$ cat src/phy_loop_pkg.sv
// constants shared by the loopback / test-mode control block
package phy_loop_pkg;
  // ----------------------------------------------------------------
  // management addressing
  // ----------------------------------------------------------------
  localparam logic [4:0] PMA_DEVAD = 5'h01; // media attachment device
  localparam logic [4:0] PCS_DEVAD = 5'h03; // coding sublayer device
  localparam logic [15:0] CTRL_REG_ADDR = 16'h0000; // control register (x.0)
  localparam logic [15:0] STAT_REG_ADDR = 16'h0001; // status register (x.1)
  localparam logic [15:0] TEST_REG_ADDR = 16'h0206; // 3.518 test/loopback register
  // ----------------------------------------------------------------
  // field positions
  // ----------------------------------------------------------------
  localparam int RESET_BIT = 15; // self-clearing reset bit in x.0
  localparam int LINK_BIT = 2; // link status bit in 1.1
  localparam int LOOP_LSB = 10; // loopback select 12..10
  localparam int TEST_LSB = 13; // test-mode select 15..13
  localparam logic [15:0] TEST_REG_RESET = 16'h0000; // reset value of 3.518
  // ----------------------------------------------------------------
  // field encodings
  // ----------------------------------------------------------------
  localparam logic [2:0] LOOP_NONE = 3'h0; // no loopback
  localparam logic [2:0] LOOP_GMII = 3'h1; // loopback at the GMII side
  localparam logic [2:0] LOOP_PMD = 3'h2; // loopback at the media side
  localparam logic [2:0] TEST_ZERO = 3'h1; // all-zero payload blocks
  localparam logic [2:0] TEST_SQUARE = 3'h2; // alternating +1/-1 symbols
  // ----------------------------------------------------------------
  // symbol codes and timing
  // ----------------------------------------------------------------
  localparam logic [1:0] SYM_ZERO = 2'h0; // symbol 0
  localparam logic [1:0] SYM_PLUS = 2'h1; // symbol +1
  localparam logic [1:0] SYM_MINUS = 2'h3; // symbol -1
  localparam int SYS_CLK_MHZ = 200; // system clock rate
  localparam int RESET_TIME_NS = 100; // duration of a self-clearing reset
  localparam int RESET_CYCLES = (RESET_TIME_NS * SYS_CLK_MHZ + 999) / 1000;
  localparam int LINK_PERIOD_NS = 125; // nominal GMII clock period
  localparam int RX_DIV = (LINK_PERIOD_NS * SYS_CLK_MHZ) / 1000;
  localparam int FIFO_WIDTH = 10; // {er, en, data}
  localparam int FIFO_DEPTH = 16;
endpackage

$ cat src/phy_loop_ctrl.sv
// loopback and test-mode control with management registers and gmii loop path
// Functional notes
// - loopback select in 3.518 bits 12..10
// - media loopback returns tx transactions unchanged
// - tx error returns as rx error
// - 1.0 bit 15 resets media, self-clears
// - 1.1 bit 2 link up after reset, only with media loopback selected
// - test-mode field 15..13, resets to 000
// - test-mode values 001..110 read back
// - 3.0 bit 15 resets coding, self-clears
// - selections only via management interface
// - loopback field resets 000; 001 gmii
// - test mode 001 zero payload, gmii ignored
// - test mode 010 alternating +1/-1 symbols
`timescale 1ns/1ps
module phy_loop_ctrl
  import phy_loop_pkg::*;
#(
  parameter int RST_CYCLES = phy_loop_pkg::RESET_CYCLES,
  parameter int RX_CLK_DIV = phy_loop_pkg::RX_DIV,
  parameter int SYM_DIV = 1
) (
  input wire logic sys_clk,
  input wire logic rst,
  input wire logic mgmtWrEn,
  input wire logic mgmtRdEn,
  input wire logic [4:0] mgmtDevad,
  input wire logic [15:0] mgmtRegAddr,
  input wire logic [15:0] mgmtWrData,
  output logic [15:0] mgmtRdData,
  output logic mgmtRdValid,
  input wire logic gtxClk,
  input wire logic [7:0] txData,
  input wire logic txEn,
  input wire logic txEr,
  output logic rxClk,
  output logic [7:0] rxData,
  output logic rxDv,
  output logic rxEr,
  output logic [1:0] txSymbol,
  output logic linkUp,
  output logic fifoOverflow
);
  import phy_loop_pkg::*;
  // ----------------------------------------------------------------
  // state
  // ----------------------------------------------------------------
  logic [15:0] testReg_reg; // register 3.518 image
  logic [15:0] pmaCnt_reg; // media reset countdown
  logic [15:0] pcsCnt_reg; // coding reset countdown
  logic [15:0] rdData_reg; // read answer
  logic rdValid_reg; // read strobe
  logic [3:0] clkSync_reg; // gtx clock: two sync stages plus history
  logic [9:0] dataSync1_reg; // first sync stage of data pins
  logic [9:0] dataSync2_reg; // second sync stage of data pins
  logic [15:0] rxDiv_reg; // rx pacing divider
  logic rxClk_reg, rxDv_reg, rxEr_reg;
  logic [7:0] rxData_reg;
  logic [15:0] symDiv_reg; // symbol pacing divider
  logic [1:0] sym_reg; // test symbol
  logic link_reg; // link status
  logic ovf_reg; // sticky overflow

  // ----------------------------------------------------------------
  // decode
  // ----------------------------------------------------------------
  wire hitPmaCtrl = (mgmtDevad == PMA_DEVAD) && (mgmtRegAddr == CTRL_REG_ADDR);
  wire hitPmaStat = (mgmtDevad == PMA_DEVAD) && (mgmtRegAddr == STAT_REG_ADDR);
  wire hitPcsCtrl = (mgmtDevad == PCS_DEVAD) && (mgmtRegAddr == CTRL_REG_ADDR);
  wire hitTest = (mgmtDevad == PCS_DEVAD) && (mgmtRegAddr == TEST_REG_ADDR);
  wire pmaBusy = (pmaCnt_reg != '0);
  wire pcsBusy = (pcsCnt_reg != '0);
  wire [2:0] loopSel = testReg_reg[LOOP_LSB +: 3];
  wire [2:0] testMode = testReg_reg[TEST_LSB +: 3];
  // both loopback selections route tx straight back to rx
  wire loopOn = (loopSel == LOOP_PMD) || (loopSel == LOOP_GMII);
  wire gmiiIgnored = (testMode == TEST_ZERO);
  wire flush = pmaBusy || pcsBusy || !loopOn;
  wire [15:0] rdMux = hitTest ? testReg_reg
    : hitPmaCtrl ? (16'h0000 | (16'(pmaBusy) << RESET_BIT))
    : hitPcsCtrl ? (16'h0000 | (16'(pcsBusy) << RESET_BIT))
    : hitPmaStat ? (16'h0000 | (16'(link_reg) << LINK_BIT))
    : 16'h0000;

  // ----------------------------------------------------------------
  // management registers
  // ----------------------------------------------------------------
  // the whole word is stored so untouched bits survive a read-modify-write
  always_ff @(posedge sys_clk or posedge rst)
  begin
    if (rst)
      testReg_reg <= TEST_REG_RESET;
    else if (mgmtWrEn && hitTest)
      testReg_reg <= mgmtWrData;
  end

  // self-clearing media reset, reads one while running
  always_ff @(posedge sys_clk or posedge rst)
  begin
    if (rst)
      pmaCnt_reg <= '0;
    else if (mgmtWrEn && hitPmaCtrl && mgmtWrData[RESET_BIT])
      pmaCnt_reg <= 16'(RST_CYCLES);
    else if (pmaBusy)
      pmaCnt_reg <= pmaCnt_reg - 16'h0001;
  end

  // self-clearing coding reset
  always_ff @(posedge sys_clk or posedge rst)
  begin
    if (rst)
      pcsCnt_reg <= '0;
    else if (mgmtWrEn && hitPcsCtrl && mgmtWrData[RESET_BIT])
      pcsCnt_reg <= 16'(RST_CYCLES);
    else if (pcsBusy)
      pcsCnt_reg <= pcsCnt_reg - 16'h0001;
  end

  // read answer one cycle after the request
  always_ff @(posedge sys_clk or posedge rst)
  begin
    if (rst)
    begin
      rdData_reg <= '0;
      rdValid_reg <= 1'b0;
    end
    else
    begin
      rdValid_reg <= mgmtRdEn;
      if (mgmtRdEn)
        rdData_reg <= rdMux;
    end
  end

  // link comes up once media loopback is chosen and no reset is running
  always_ff @(posedge sys_clk or posedge rst)
  begin
    if (rst)
      link_reg <= 1'b0;
    else
      link_reg <= (loopSel == LOOP_PMD) && !pmaBusy && !pcsBusy;
  end

  // ----------------------------------------------------------------
  // gmii transmit sampling
  // ----------------------------------------------------------------
  // data is taken at the falling edge of the link clock, mid-bit,
  // because it changes right after the rising edge
  always_ff @(posedge sys_clk or posedge rst)
  begin
    if (rst)
    begin
      clkSync_reg <= '0;
      dataSync1_reg <= '0;
      dataSync2_reg <= '0;
    end
    else
    begin
      clkSync_reg <= {clkSync_reg[2:0], gtxClk};
      dataSync1_reg <= {txEr, txEn, txData};
      dataSync2_reg <= dataSync1_reg;
    end
  end
  wire txFall = clkSync_reg[2] && !clkSync_reg[1];
  wire pushValid = txFall && !gmiiIgnored;
  wire fifoInReady;
  wire [9:0] fifoOut;
  wire fifoOutValid;
  logic [15:0] rxDivNext;
  assign rxDivNext = (rxDiv_reg == 16'(RX_CLK_DIV - 1)) ? 16'h0000 : rxDiv_reg + 16'h0001;
  wire rxTick = (rxDiv_reg == 16'h0000);
  wire rxHalf = (rxDiv_reg == 16'(RX_CLK_DIV / 2));

  // the fifo absorbs the phase slip between tx sampling and rx pacing
  loop_fifo #(
    .WIDTH(FIFO_WIDTH),
    .DEPTH(FIFO_DEPTH)
  ) u_fifo (
    .sys_clk(sys_clk),
    .rst(rst),
    .flush(flush),
    .inData(dataSync2_reg),
    .inValid(pushValid),
    .inReady(fifoInReady),
    .outData(fifoOut),
    .outValid(fifoOutValid),
    .outReady(rxTick)
  );

  // a gmii source cannot be stalled; a refused word is flagged instead
  always_ff @(posedge sys_clk or posedge rst)
  begin
    if (rst)
      ovf_reg <= 1'b0;
    else if (pushValid && !fifoInReady)
      ovf_reg <= 1'b1;
    else if (pmaBusy)
      ovf_reg <= 1'b0;
  end

  // ----------------------------------------------------------------
  // gmii receive side
  // ----------------------------------------------------------------
  always_ff @(posedge sys_clk or posedge rst)
  begin
    if (rst)
      rxDiv_reg <= '0;
    else
      rxDiv_reg <= rxDivNext;
  end

  // each tick presents one word; empty fifo gives idle
  always_ff @(posedge sys_clk or posedge rst)
  begin
    if (rst)
    begin
      rxClk_reg <= 1'b0;
      rxData_reg <= '0;
      rxDv_reg <= 1'b0;
      rxEr_reg <= 1'b0;
    end
    else if (rxTick)
    begin
      rxClk_reg <= 1'b0;
      rxData_reg <= fifoOutValid ? fifoOut[7:0] : 8'h00;
      rxDv_reg <= fifoOutValid && fifoOut[8];
      rxEr_reg <= fifoOutValid && fifoOut[9];
    end
    else if (rxHalf)
      rxClk_reg <= 1'b1;
  end

  // ----------------------------------------------------------------
  // test-mode symbol source
  // ----------------------------------------------------------------
  always_ff @(posedge sys_clk or posedge rst)
  begin
    if (rst)
    begin
      symDiv_reg <= '0;
      sym_reg <= SYM_ZERO;
    end
    else
    begin
      symDiv_reg <= (symDiv_reg == 16'(SYM_DIV - 1)) ? 16'h0000 : symDiv_reg + 16'h0001;
      if (symDiv_reg == 16'h0000)
      begin
        if (testMode == TEST_SQUARE)
          sym_reg <= (sym_reg == SYM_PLUS) ? SYM_MINUS : SYM_PLUS;
        else
          sym_reg <= SYM_ZERO;
      end
    end
  end

  assign mgmtRdData = rdData_reg;
  assign mgmtRdValid = rdValid_reg;
  assign rxClk = rxClk_reg;
  assign rxData = rxData_reg;
  assign rxDv = rxDv_reg;
  assign rxEr = rxEr_reg;
  assign txSymbol = sym_reg;
  assign linkUp = link_reg;
  assign fifoOverflow = ovf_reg;
endmodule

$ cat src/loop_fifo.sv
// synchronous fifo with valid/ready on both sides
`timescale 1ns/1ps
module loop_fifo #(
  parameter int WIDTH = 10,
  parameter int DEPTH = 16
) (
  input wire logic sys_clk,
  input wire logic rst,
  input wire logic flush,
  input wire logic [WIDTH-1:0] inData,
  input wire logic inValid,
  output logic inReady,
  output logic [WIDTH-1:0] outData,
  output logic outValid,
  input wire logic outReady
);
  localparam int AW = $clog2(DEPTH);
  logic [WIDTH-1:0] mem [DEPTH]; // storage array
  logic [AW-1:0] wrPtr_reg; // write index
  logic [AW-1:0] rdPtr_reg; // read index
  logic [AW:0] count_reg; // fill level
  wire doPush = inValid && inReady;
  wire doPop = outValid && outReady;
  assign inReady = (count_reg != (AW+1)'(DEPTH)); // honest full
  assign outValid = (count_reg != '0); // honest empty
  assign outData = mem[rdPtr_reg];

  // ----------------------------------------------------------------
  // pointers and level
  // ----------------------------------------------------------------
  always_ff @(posedge sys_clk or posedge rst)
  begin
    if (rst)
    begin
      wrPtr_reg <= '0;
      rdPtr_reg <= '0;
      count_reg <= '0;
    end
    else if (flush)
    begin
      wrPtr_reg <= '0;
      rdPtr_reg <= '0;
      count_reg <= '0;
    end
    else
    begin
      if (doPush)
        wrPtr_reg <= (wrPtr_reg == AW'(DEPTH-1)) ? '0 : wrPtr_reg + 1'b1;
      if (doPop)
        rdPtr_reg <= (rdPtr_reg == AW'(DEPTH-1)) ? '0 : rdPtr_reg + 1'b1;
      count_reg <= count_reg + (AW+1)'(doPush) - (AW+1)'(doPop);
    end
  end

  // data array carries no reset, it is qualified by the level
  always_ff @(posedge sys_clk)
  begin
    if (doPush)
      mem[wrPtr_reg] <= inData;
  end
endmodule

$ cat config.mk
export PLATFORM = sky130hd
export DESIGN_NAME = phy_loop_ctrl
export DESIGN_NICKNAME = d
export VERILOG_FILES = /design/src/phy_loop_pkg.sv /design/src/phy_loop_ctrl.sv /design/src/loop_fifo.sv
export SDC_FILE = /design/constraint.sdc
export NUM_CORES = 1
export LEC_CHECK = 0
export BUFFER_PORTS_ARGS = -buffer_cell sky130_fd_sc_hd__buf_2
export CAP_MARGIN = 30
export CORE_MARGIN = 3
export CORE_UTILIZATION = 40
export DETAILED_ROUTE_END_ITERATION = 7
export SLEW_MARGIN = 10
export SYNTH_ARGS = -nofsm -noshare
export SYNTH_HDL_FRONTEND = slang
export SYNTH_SLANG_ARGS = --single-unit
$ cat constraint.sdc
create_clock -name sys_clk -period 3.84 [get_ports sys_clk]
set_clock_uncertainty 0.05 [all_clocks]
set_input_delay 0 -clock sys_clk [delete_from_list [all_inputs] [get_ports sys_clk]]
set_output_delay 0 -clock sys_clk [all_outputs]
set_load 0.03 [all_outputs]
# Yosys cells after proc, flatten, opt, wreduce, memory -nomap -nowiden
# Memories as Yosys holds them, arrays and structs flattened.
# Cells that the tools add are included.
dict set report totals {
  register_bits 148
  ram_bits 160
  in_bits 52
  output_inout_bits 32
  word_cells 108
  mem_count 1
}
dict set report op_classes {
  n_addsub 8
  n_eq_ne 14
  muxes 26
  n_reduce_logical 39
}
# name depth width rd rd_clocked_by_memory_dff write_ports line
set memory_table {}
lappend memory_table {u_fifo.mem 16 10 1 0 1 loop_fifo.sv:18} ;# logic [WIDTH-1:0] mem [DEPTH];
# op n
set ops {}
lappend ops {{two-way mux 16 bit} 9}
lappend ops {{logical NOT 16 bit} 3}
lappend ops {{adder 16 x 1 -> 16 bit (second input constant)} 2}
lappend ops {{nonzero test 16 bit} 2}
lappend ops {{subtractor 16 x 1 -> 16 bit (second input constant)} 2}
lappend ops {{two-way mux 4 bit} 6}
lappend ops {{logical AND 1 bit} 18}
lappend ops {{equality test 16 x 1 -> 1 bit (second input constant)} 1}
lappend ops {{equality test 16 x 10 -> 1 bit (second input constant)} 1}
lappend ops {{equality test 16 x 4 -> 1 bit (second input constant)} 1}
lappend ops {{equality test 16 x 5 -> 1 bit (second input constant)} 1}
lappend ops {{nonzero test 2 bit} 6}
lappend ops {{adder 4 x 1 -> 4 bit (second input constant)} 2}
lappend ops {{equality test 4 bit (second input constant)} 2}
lappend ops {{two-way mux 8 bit} 1}
lappend ops {{equality test 3 x 1 -> 1 bit (second input constant)} 2}
lappend ops {{equality test 3 x 2 -> 1 bit (second input constant)} 2}
lappend ops {{logical NOT 1 bit} 6}
lappend ops {{two-way mux 1 bit} 6}
lappend ops {{adder 5 x 1 -> 5 bit} 1}
lappend ops {{equality test 5 x 1 -> 1 bit (second input constant)} 1}
lappend ops {{equality test 5 x 2 -> 1 bit (second input constant)} 1}
lappend ops {{two-way mux 5 bit} 1}
lappend ops {{inequality test 5 bit (second input constant)} 1}
lappend ops {{other kinds (6)} 9}

# Longest topological paths before layout
# Gate-level depths: netlist (run 1).
dict set report logic_depth {
  word_depth 7
  mapped_depth 15
  depth_no_buf 14
}

# Cells and area by module
# A second synthesis (run 1) with hierarchy kept.
dict set report hier_totals {
  cells_unflattened 932
  hier_area_um2 12958.7
}
# module instances cells_each area_each_um2 seq_area_each_um2
set by_module_without_submodules {}
lappend by_module_without_submodules {loop_fifo 1 385 7038.0 5129.9}
lappend by_module_without_submodules {phy_loop_ctrl 1 547 5920.7 3378.2}

# Least setup slack after synthesis (run 1)
# Ideal clock, no wire load.
dict set report synth_path {
  kind {reg-to-reg}
  from {reg u_fifo.count_reg[3]}
  to {reg u_fifo.count_reg[4]}
  setup_time_ps 125
  arrival_time_ps 2930
  t_required_ps 3665
  setup_slack_ps 735
  stages_incl_launch_ff 16
  path_buffers 1
  synth_period_minus_slack_ps 3105
  path_cell_list {dfrtp_1 inv_1 ha_1 or4b_2 nand2_1 nor2_1 buf_2 ha_1 inv_1 ha_1 inv_1 fa_1 nand2b_1 a21oi_1 o21ai_0 nor3b_1}
}
dict set report synth_via {
  elab_chain_len 5
  elab_cells_between_ends 7
  classes_between {2 x add/sub; 1 x eq/ne; 1 x mux; 3 x reduce/logical}
}
# item line
set synth_lines {}
lappend synth_lines {{start, declared} loop_fifo.sv:21} ;# logic [AW:0] count_reg;
lappend synth_lines {{start signal, assigned} loop_fifo.sv:51} ;# count_reg <= count_reg + (AW+1)'(doPush) - (AW+1)'(doPop);
lappend synth_lines {{inequality test 5 bit} loop_fifo.sv:24} ;# assign inReady = (count_reg != (AW+1)'(DEPTH));
lappend synth_lines {{logical AND 1 bit} loop_fifo.sv:22} ;# wire doPush = inValid && inReady;
lappend synth_lines {{adder 5 x 1 -> 5 bit} loop_fifo.sv:51}
lappend synth_lines {{subtractor 5 x 1 -> 5 bit *} loop_fifo.sv:51}
lappend synth_lines {{two-way mux 5 bit *} loop_fifo.sv:39} ;# else if (flush)
# Mark *: on every way between the ends. The rest lies on a longest branch, timed or not.
# A chain may end at the register's enable or synchronous reset.

# Worst setup path in the final report (run 1)
dict set report layout_path {
  from {reg rxDiv_reg[0]}
  to {reg u_fifo.count_reg[4]}
}
dict set report layout_via {
  elab_chain_len 4
}
# item line
set layout_lines {}
lappend layout_lines {{start, declared} phy_loop_ctrl.sv:56} ;# logic [15:0] rxDiv_reg;
lappend layout_lines {{start signal, assigned} phy_loop_ctrl.sv:209} ;# rxDiv_reg <= rxDivNext;
lappend layout_lines {{logical NOT 16 bit} phy_loop_ctrl.sv:171} ;# wire rxTick = (rxDiv_reg == 16'h0000);
lappend layout_lines {{logical AND 1 bit} loop_fifo.sv:23} ;# wire doPop = outValid && outReady;
lappend layout_lines {{subtractor 5 x 1 -> 5 bit} loop_fifo.sv:51}
lappend layout_lines {{two-way mux 5 bit} loop_fifo.sv:39}
# Every way passes these cells.

==> metrics.cfg, run 1 <==
[run_status]
status=complete, no violations

[synthesis]
yosys_warnings=0
syn-instance-count=921
synth_cell_types=73
synth_area_mm2=0.0132
synth_area_leaders=edfxtp_1 36%, dfrtp_1 28%, mux2i_1 3.3%
synth_async_sr_flop_share_pct=48.1
syn-num-nets=991
synth_edf_count=160
yosysTopAreaCellShare_pct=36.4
synthFlopType=edfxtp_1
synth_top_cell_by_area=edfxtp_1
synth_seq_cells=308
syn_avg_cell_area_um2=14.3
ys_seq_area_share_pct=64.5

[detailed_routing]
viasPerCell=5.22
drc_errors=0
wl_per_cell_um=17.5
ant_nets=0
via_count=7954
dr.pass1.iters=6
finalWirelength_um=26600
drt_iter0_markers=532

[layout]
largest_register_ff_count=160
final_cells=1523
final_common_cell=edfxtp_1
regMostFlops=u_fifo.mem
layout_common_cells=160 x edfxtp_1, 146 x dfrtp_1, 83 x buf_2, 52 x nor2_1, 44 x mux2i_1
drive_gt1_share_pct=20.8
area_delta_synth_final_pct=18.7
nNetsFinal=1131
fillers=2808
insertedDiodeCount=0

[placed_design]
routabilityCongestion=0.735
dp_cells=1421
io_buffer_count=83
dp_hpwl_um=17300

[clock_tree]
cts-root-buf=clkbuf_16
cts_buffers=35
clkSlewWorstSetupHoldPaths_ns=0.06
ctsHtreeMaxLevel=2
cts.sink_count=308
cts_setup_buffers=0
tritoncts=built
cts_buffer_depth=3
insertion_delay_ns=0.52

[setup_path]
critPathKind=reg2reg
crit_arrival_ns=3.70
r2r_start=rxDiv_reg[0]
end_kind=register
cp.required_ns=4.18
startpoint_type=register
slowest_delay_ns=0.47
critPathSlowestCell=nor2_2
cp_max_fo=11
reg2reg_depth=14
worstPathCellList=inv_1, ha_1, nor4b_2, nand3_1, nor2_2, ha_1, inv_1, ha_1, inv_1, fa_1, nand2b_1, a21oi_1, o21ai_0, nor3b_1
crit_path_start=rxDiv_reg[0]

[min_path]
hold_class=in2reg
min-delay-start=gtxClk
worstHoldPathCells=2

[timing]
rsz0062_at_grt=no
fin_tns_setup_ns=0
fmax_mhz=298
worstMarginPinSlew_ns=0.952
fin_crit_sh_pct=87.4
finalHoldViolCount=0
setup_viol=0
finalMaxSlewViolations=0
fin_crit_ns=3.36
relSlewSlack_pct=36.3

[global_route]
track_usage_pct=15.3
antenna_found_initial=0
grt_max_degree=76
grt_first_pass_wirelength_um=43700
overflow=0
grt_pass1_vias=8089

[floorplan]
core_area_mm2=0.0320
ios=84
dieWidth_um=188
die_area_mm2=0.0352
initial_core_util_pct=41.1
rows=65
die_h_um=188

[power]
power_leakage_nw=6.05
power_density_mw_per_mm2=451
ir_worst_vdd_uv=274

[flow_run]
cap_viol_max_count=0

## critical path, delay by kind of cell (launching register included)
| kind | cells | cell delay, ns |
|---|---|---|
| compound gates | 2 | 0.26 |
| flops | 1 | 0.41 |
| buf+inv | 3 | 0.19 |
| simple gates | 5 | 1.30 |
| fa+ha+maj | 4 | 1.02 |
## cell usage after synthesis (all sizes together) (3+ instances only)
library cell,n
edfxtp,160
dfrtp,148
nor2,55
mux2i,44
inv,36
nor2b,29
nor3,27
nand2,26
o21ai,26
buf,24
a21oi,22
mux2,21
mux4,20
nor4,20
xnor2,20
nand3,18
ha,17
or3,17
nand4,16
a31o,14
xor2,14
or4,13
o21bai,12
clkbuf,11
a2111oi,10
a211oi,10
a22o,10
a32o,10
and2,9
nor4b,7
and3,6
and4,6
o31ai,5
nand2b,4
nor3b,4
a21o,3
a31oi,3
nand4b,3
o41ai,3
## final cells by class
class / count / area (um2) / area share (%)
Clock inverter: 15 / 213 / 1.36
Multi-Input combinational cell: 542 / 4310 / 27.5
Clock buffer: 49 / 988 / 6.31
Tap cell: 435 / 544 / 3.48
Sequential cell: 308 / 8510 / 54.4
Timing Repair Buffer: 138 / 951 / 6.07
Inverter: 36 / 139 / 0.887
## per-stage QoR
step                      area, um2  total power, mW  setup WS [ns]  utilization [%]  hold WS (ns)
after global routing          15700             7.31          0.114             48.9        0.0708
after floorplan               13200             3.63          0.735                -       -0.0186
after detailed placement      14100             3.70          0.264             43.9        0.0593
final                         15700             7.06          0.483             48.9        0.0724
after global placement        14000             3.69          0.312             43.8        0.0587
after CTS                     15600             7.17          0.234             48.8        0.0469
## routing by layer
layer,global-route usage (%),wire length [um]
met4,4.01,453
met5,0,0
met1,21.4,12300
met3,3.20,1460
met2,24.5,12400
## cell families after synthesis
group                      after synthesis  synth area share (%)
and+or+nand+nor                        269                  12.3
AOI/OAI and AO/OA                      136                  7.50
DFF                                    308                  64.5
xor gates and xnor gates                34                  2.26
buffers and inverters                   71                  2.80
muxes                                   85                  8.89
adders and majority gates               18                  1.77
## final timing paths
kind | to | slack (ns)
min reg2reg | dataSync2_reg[4] | 0.30
max | u_fifo.count_reg[4] | 0.48
min in group asynchronous | dataSync1_reg[5] | 0.14
min | clkSync_reg[0] | 0.07
max reg2reg | u_fifo.count_reg[4] | 0.48
max in group asynchronous | pmaCnt_reg[13] | 2.65
## report_power, final
| part | internal [mW] | switching [mW] |
|---|---|---|
| clock network | 2.09 | 1.32 |
| registers | 3.50 | 0.0329 |
| logic | 0.0551 | 0.0623 |
| total | 5.64 | 1.42 |
## what timing repair did
action	4_1_cts	5_1_grt
hold endpoints to repair	72	0
setup endpoints to repair	0	1
resized for setup	0	1
hold buffers	36	0
Power figures use the tool's default switching activity.
==> run 2: changes to the inputs <==
- CORE_ASPECT_RATIO: not set -> 0.5
==> run 2 against run 1 <==
Against the previous run: global-route usage is 0.68 points higher; cell area shrank 0.63%; setup slack got worse by 0.038 ns; register-to-register slack got worse by 0.04 ns; critical path depth is the same; clock power shrank 6.2%; first-iteration DRC count rose by 15%; largest cell class unchanged.
==> metrics.cfg, run 2 (same netlist as run 1, synthesis figures left out) <==
[run_status]
status=complete, no violations

[timing]
finalHoldViolCount=0
finalMaxSlewViolations=0
fin_crit_sh_pct=88.4
worstMarginPinSlew_ns=0.733
relSlewSlack_pct=49.9
fin_tns_setup_ns=0
fmax_mhz=295
fin_crit_ns=3.39
setup_ws_ns=0.445
rsz0062_at_grt=no
whs_ns=0.0229
setup_viol=0

[clock_tree]
cts_buffer_depth=3
cts-root-buf=clkbuf_16
insertion_delay_ns=0.57
tritoncts=built
clkSlewWorstSetupHoldPaths_ns=0.07
cts.sink_count=308
ctsHtreeMaxLevel=1
cts_buffers=29

[power]
power_density_mw_per_mm2=441
ir_worst_vdd_uv=261
power_leakage_nw=6.01
p_total_mw=6.85

[global_route]
grt_max_degree=109
grt_first_pass_wirelength_um=44800
antenna_found_initial=0
grt_pass1_vias=8113
overflow=0
track_usage_pct=16.0

[detailed_routing]
drc_errors=0
finalWirelength_um=28000
viasPerCell=5.34
ant_nets=0
via_count=8086
wl_per_cell_um=18.5
drt_iter0_markers=611
dr.pass1.iters=5

[setup_path]
cp_max_fo=11
crit_arrival_ns=3.80
end_kind=register
cp.required_ns=4.24
startpoint_type=register
critPathKind=reg2reg

[layout]
fillers=2755
regMostFlops=u_fifo.mem
fin_area_mm2=0.0156
regArea_mm2=0.00851
final_common_cell=edfxtp_1
layout_common_cells=160 x edfxtp_1, 146 x dfrtp_1, 83 x buf_2, 52 x nor2_1, 44 x mux2i_1
nNetsFinal=1128
final_cells=1513
multiInputGateArea_mm2=0.00431
insertedDiodeCount=0
largest_register_ff_count=160
drive_gt1_share_pct=20.5
area_delta_synth_final_pct=18.0
fin_util_pct=48.5

[floorplan]
dieWidth_um=263
core_area_mm2=0.0321
die_h_um=134
rows=46
ios=84
initial_core_util_pct=41.1
die_area_mm2=0.0353

[flow_run]
cap_viol_max_count=0

[placed_design]
dp_cells=1417
dp_hpwl_um=18500
routabilityCongestion=0.805
io_buffer_count=83
place_ws_ns=0.261
post_dp_cell_area_mm2=0.0141

[min_path]
hold_class=in2reg

==> run 2: final timing paths <==
kind	slack, ns	cells after the start	end	from
worst max register to register	0.45	14	u_fifo.count_reg[4]	rxDiv_reg[0]
max in group asynchronous	2.28	6	dataSync2_reg[5]	rst
worst min-delay path	0.02	2	dataSync1_reg[9]	txEr
min in group asynchronous	0.36	4	dataSync2_reg[7]	rst
worst max-delay path	0.45	14	u_fifo.count_reg[4]	rxDiv_reg[0]
worst min register to register	0.28	0	dataSync2_reg[7]	dataSync1_reg[7]
==> run 2: power breakdown <==
part | internal, mW | switching [mW]
clock network | 1.94 | 1.26
registers | 3.50 | 0.0338
logic | 0.0581 | 0.0658
total | 5.50 | 1.36
==> run 2: metal layers <==
metal / share of wire, % / GRT usage [%] / wire [um]
met3: 4.6 / 2.73 / 1300
met5: 0 / 0 / 0
met1: 45 / 22.2 / 12700
met4: 1.7 / 3.47 / 481
met2: 48 / 26.6 / 13600
==> run 2: layout make-up <==
type	instances	share of cell area (%)
Inverter	36	0.893
Clock inverter	19	1.83
Tap cell	432	3.47
Sequential cell	308	54.7
Multi-Input combinational cell	542	27.7
Clock buffer	35	5.08
Timing Repair Buffer	141	6.32
==> run 2: critical path, cell delays in order, from the launching register on <==
cell and delay (ns):
dfrtp_1 0.41, inv_1 0.07, ha_1 0.14, nor4b_2 0.35
nand3_1 0.19, nor2_2 0.49, ha_1 0.33, inv_1 0.06
ha_1 0.16, inv_1 0.06, fa_1 0.39, nand2b_1 0.16
a21oi_1 0.17, o21ai_0 0.10, nor3b_1 0.15
==> run 2: timing repair <==
action / 4_1_cts / 5_1_grt
hold buffers: 36 / 2
buffers inserted: 0 / 0
setup endpoints to repair: 0 / 1
endpoints found under the hold margin: 85 / 5
resized for setup: 0 / 1
==> run 3: changes to the inputs <==
- PLACE_DENSITY_LB_ADDON: not set -> 0.08
==> run 3 against run 2 <==
Against the previous run: critical path depth stayed put; maximum frequency increased by 5.5%; wire length rose by 4.7%; cell area fell by 0.99%; critical path type unchanged; critical endpoint unchanged.
==> metrics.cfg, run 3 (same netlist as run 1, synthesis figures left out) <==
[run_status]
status=complete, no violations

[layout]
fin_util_pct=48.0
nNetsFinal=1127
regMostFlops=u_fifo.mem
fin_area_mm2=0.0154
layout_common_cells=160 x edfxtp_1, 146 x dfrtp_1, 83 x buf_2, 53 x nor2_1, 44 x mux2i_1
largest_register_ff_count=160
final_common_cell=edfxtp_1
area_delta_synth_final_pct=16.8
insertedDiodeCount=0
drive_gt1_share_pct=20.3

[floorplan]
ios=84
die_area_mm2=0.0353
die_h_um=134
initial_core_util_pct=41.1
rows=46
core_area_mm2=0.0321
dieWidth_um=263

[timing]
fin_tns_setup_ns=0
finalMaxSlewViolations=0
fmax_mhz=311
fin_crit_ns=3.22
finalHoldViolCount=0
setup_viol=0
whs_ns=0.0278
worstMarginPinSlew_ns=0.884
fin_crit_sh_pct=83.8
relSlewSlack_pct=39.5
rsz0062_at_grt=no

[clock_tree]
tritoncts=built
cts-root-buf=clkbuf_16
cts_buffer_depth=3
cts.sink_count=308
cts_buffers=28
ctsHtreeMaxLevel=1
cts_setup_buffers=0
insertion_delay_ns=0.57
clkSlewWorstSetupHoldPaths_ns=0.06

[power]
p_total_mw=6.51
power_leakage_nw=5.95
ir_worst_vdd_uv=314
power_density_mw_per_mm2=423

[placed_design]
io_buffer_count=83
dp_hpwl_um=19200
routabilityCongestion=0.768
post_dp_cell_area_mm2=0.0141

[detailed_routing]
finalWirelength_um=29300
dr.pass1.iters=4
via_count=7951
drc_errors=0
wl_per_cell_um=19.4
drt_iter0_markers=524
viasPerCell=5.27
ant_nets=0

[setup_path]
startpoint_type=register
endpoint=u_fifo.count_reg[4]
cp.required_ns=4.23
reg2reg_depth=14
critPathKind=reg2reg
end_kind=register
cp_max_fo=6
crit_path_start=u_fifo.count_reg[3]
ff2ff_setup_slack_ns=0.62
r2r_start=u_fifo.count_reg[3]
r2r_end=u_fifo.count_reg[4]
crit_arrival_ns=3.60

[global_route]
grt_pass1_vias=8254
grt_max_degree=149
overflow=0
track_usage_pct=16.8
grt_first_pass_wirelength_um=47100
antenna_found_initial=0

[flow_run]
cap_viol_max_count=0

[min_path]
hold_class=in2reg

==> run 3: critical path: stages (launching register included) <==
cell and delay [ns]:
dfrtp_1 0.39, inv_1 0.08, ha_1 0.16, or4b_2 0.61, nand2_1 0.19, nor2_1 0.11, ha_1 0.28, inv_1 0.06
ha_1 0.17, inv_1 0.06, fa_1 0.39, nand2b_1 0.17, a21oi_1 0.18, o21ai_0 0.09, nor3b_1 0.14
==> run 3: stage by stage <==
stage | worst slack (ns) | cells
CTS | 0.603 | 1509
detailed placement | 0.626 | 1425
floorplan | 0.735 | 921
global route | 0.383 | 1509
finish | 0.623 | 1509
global placement | 0.206 | 1424
==> run 3: report_power, final <==
part | switching (mW) | internal, mW
sequential | 0.0341 | 3.50
clock | 1.21 | 1.65
combinational | 0.0664 | 0.0537
total | 1.31 | 5.20
==> run 3: final cells by class <==
cell class              instances  area [um2]
fillers                      2840       16700
clock inverters                 6         116
well taps                     432         541
clock buffers                  44         841
multi-input cells             542        4310
inverters                      36         139
repair buffers                141         948
flip-flops and latches        308        8510
==> run 3: worst min-delay path by stage <==
stage                   start               end  slack (ns)  depth (start not counted)
finish              txData[3]  dataSync1_reg[3]        0.03                          2
global route        txData[5]  dataSync1_reg[5]        0.01                          2
CTS                      txEn  dataSync1_reg[8]      0.0008                          2
detailed placement  txData[2]  dataSync1_reg[2]        0.06                          1
global placement    txData[3]  dataSync1_reg[3]        0.06                          1
floorplan              gtxClk    clkSync_reg[0]       -0.02                          0
==> run 3: metal layers <==
metal	global-route usage, %	up-vias	share of wire [%]
met5	0	-	0
met4	3.04	0	1.5
met3	2.60	31	4.5
met2	27.7	128	47
met1	24.0	4008	47
li1	-	3784	-
==> run 3: repair_timing <==
action / CTS / global route
hold buffers: 34 / 0
endpoints found under the hold margin: 188 / 0
gates resized for setup: 0 / 0
endpoints found under the setup margin: 0 / 0
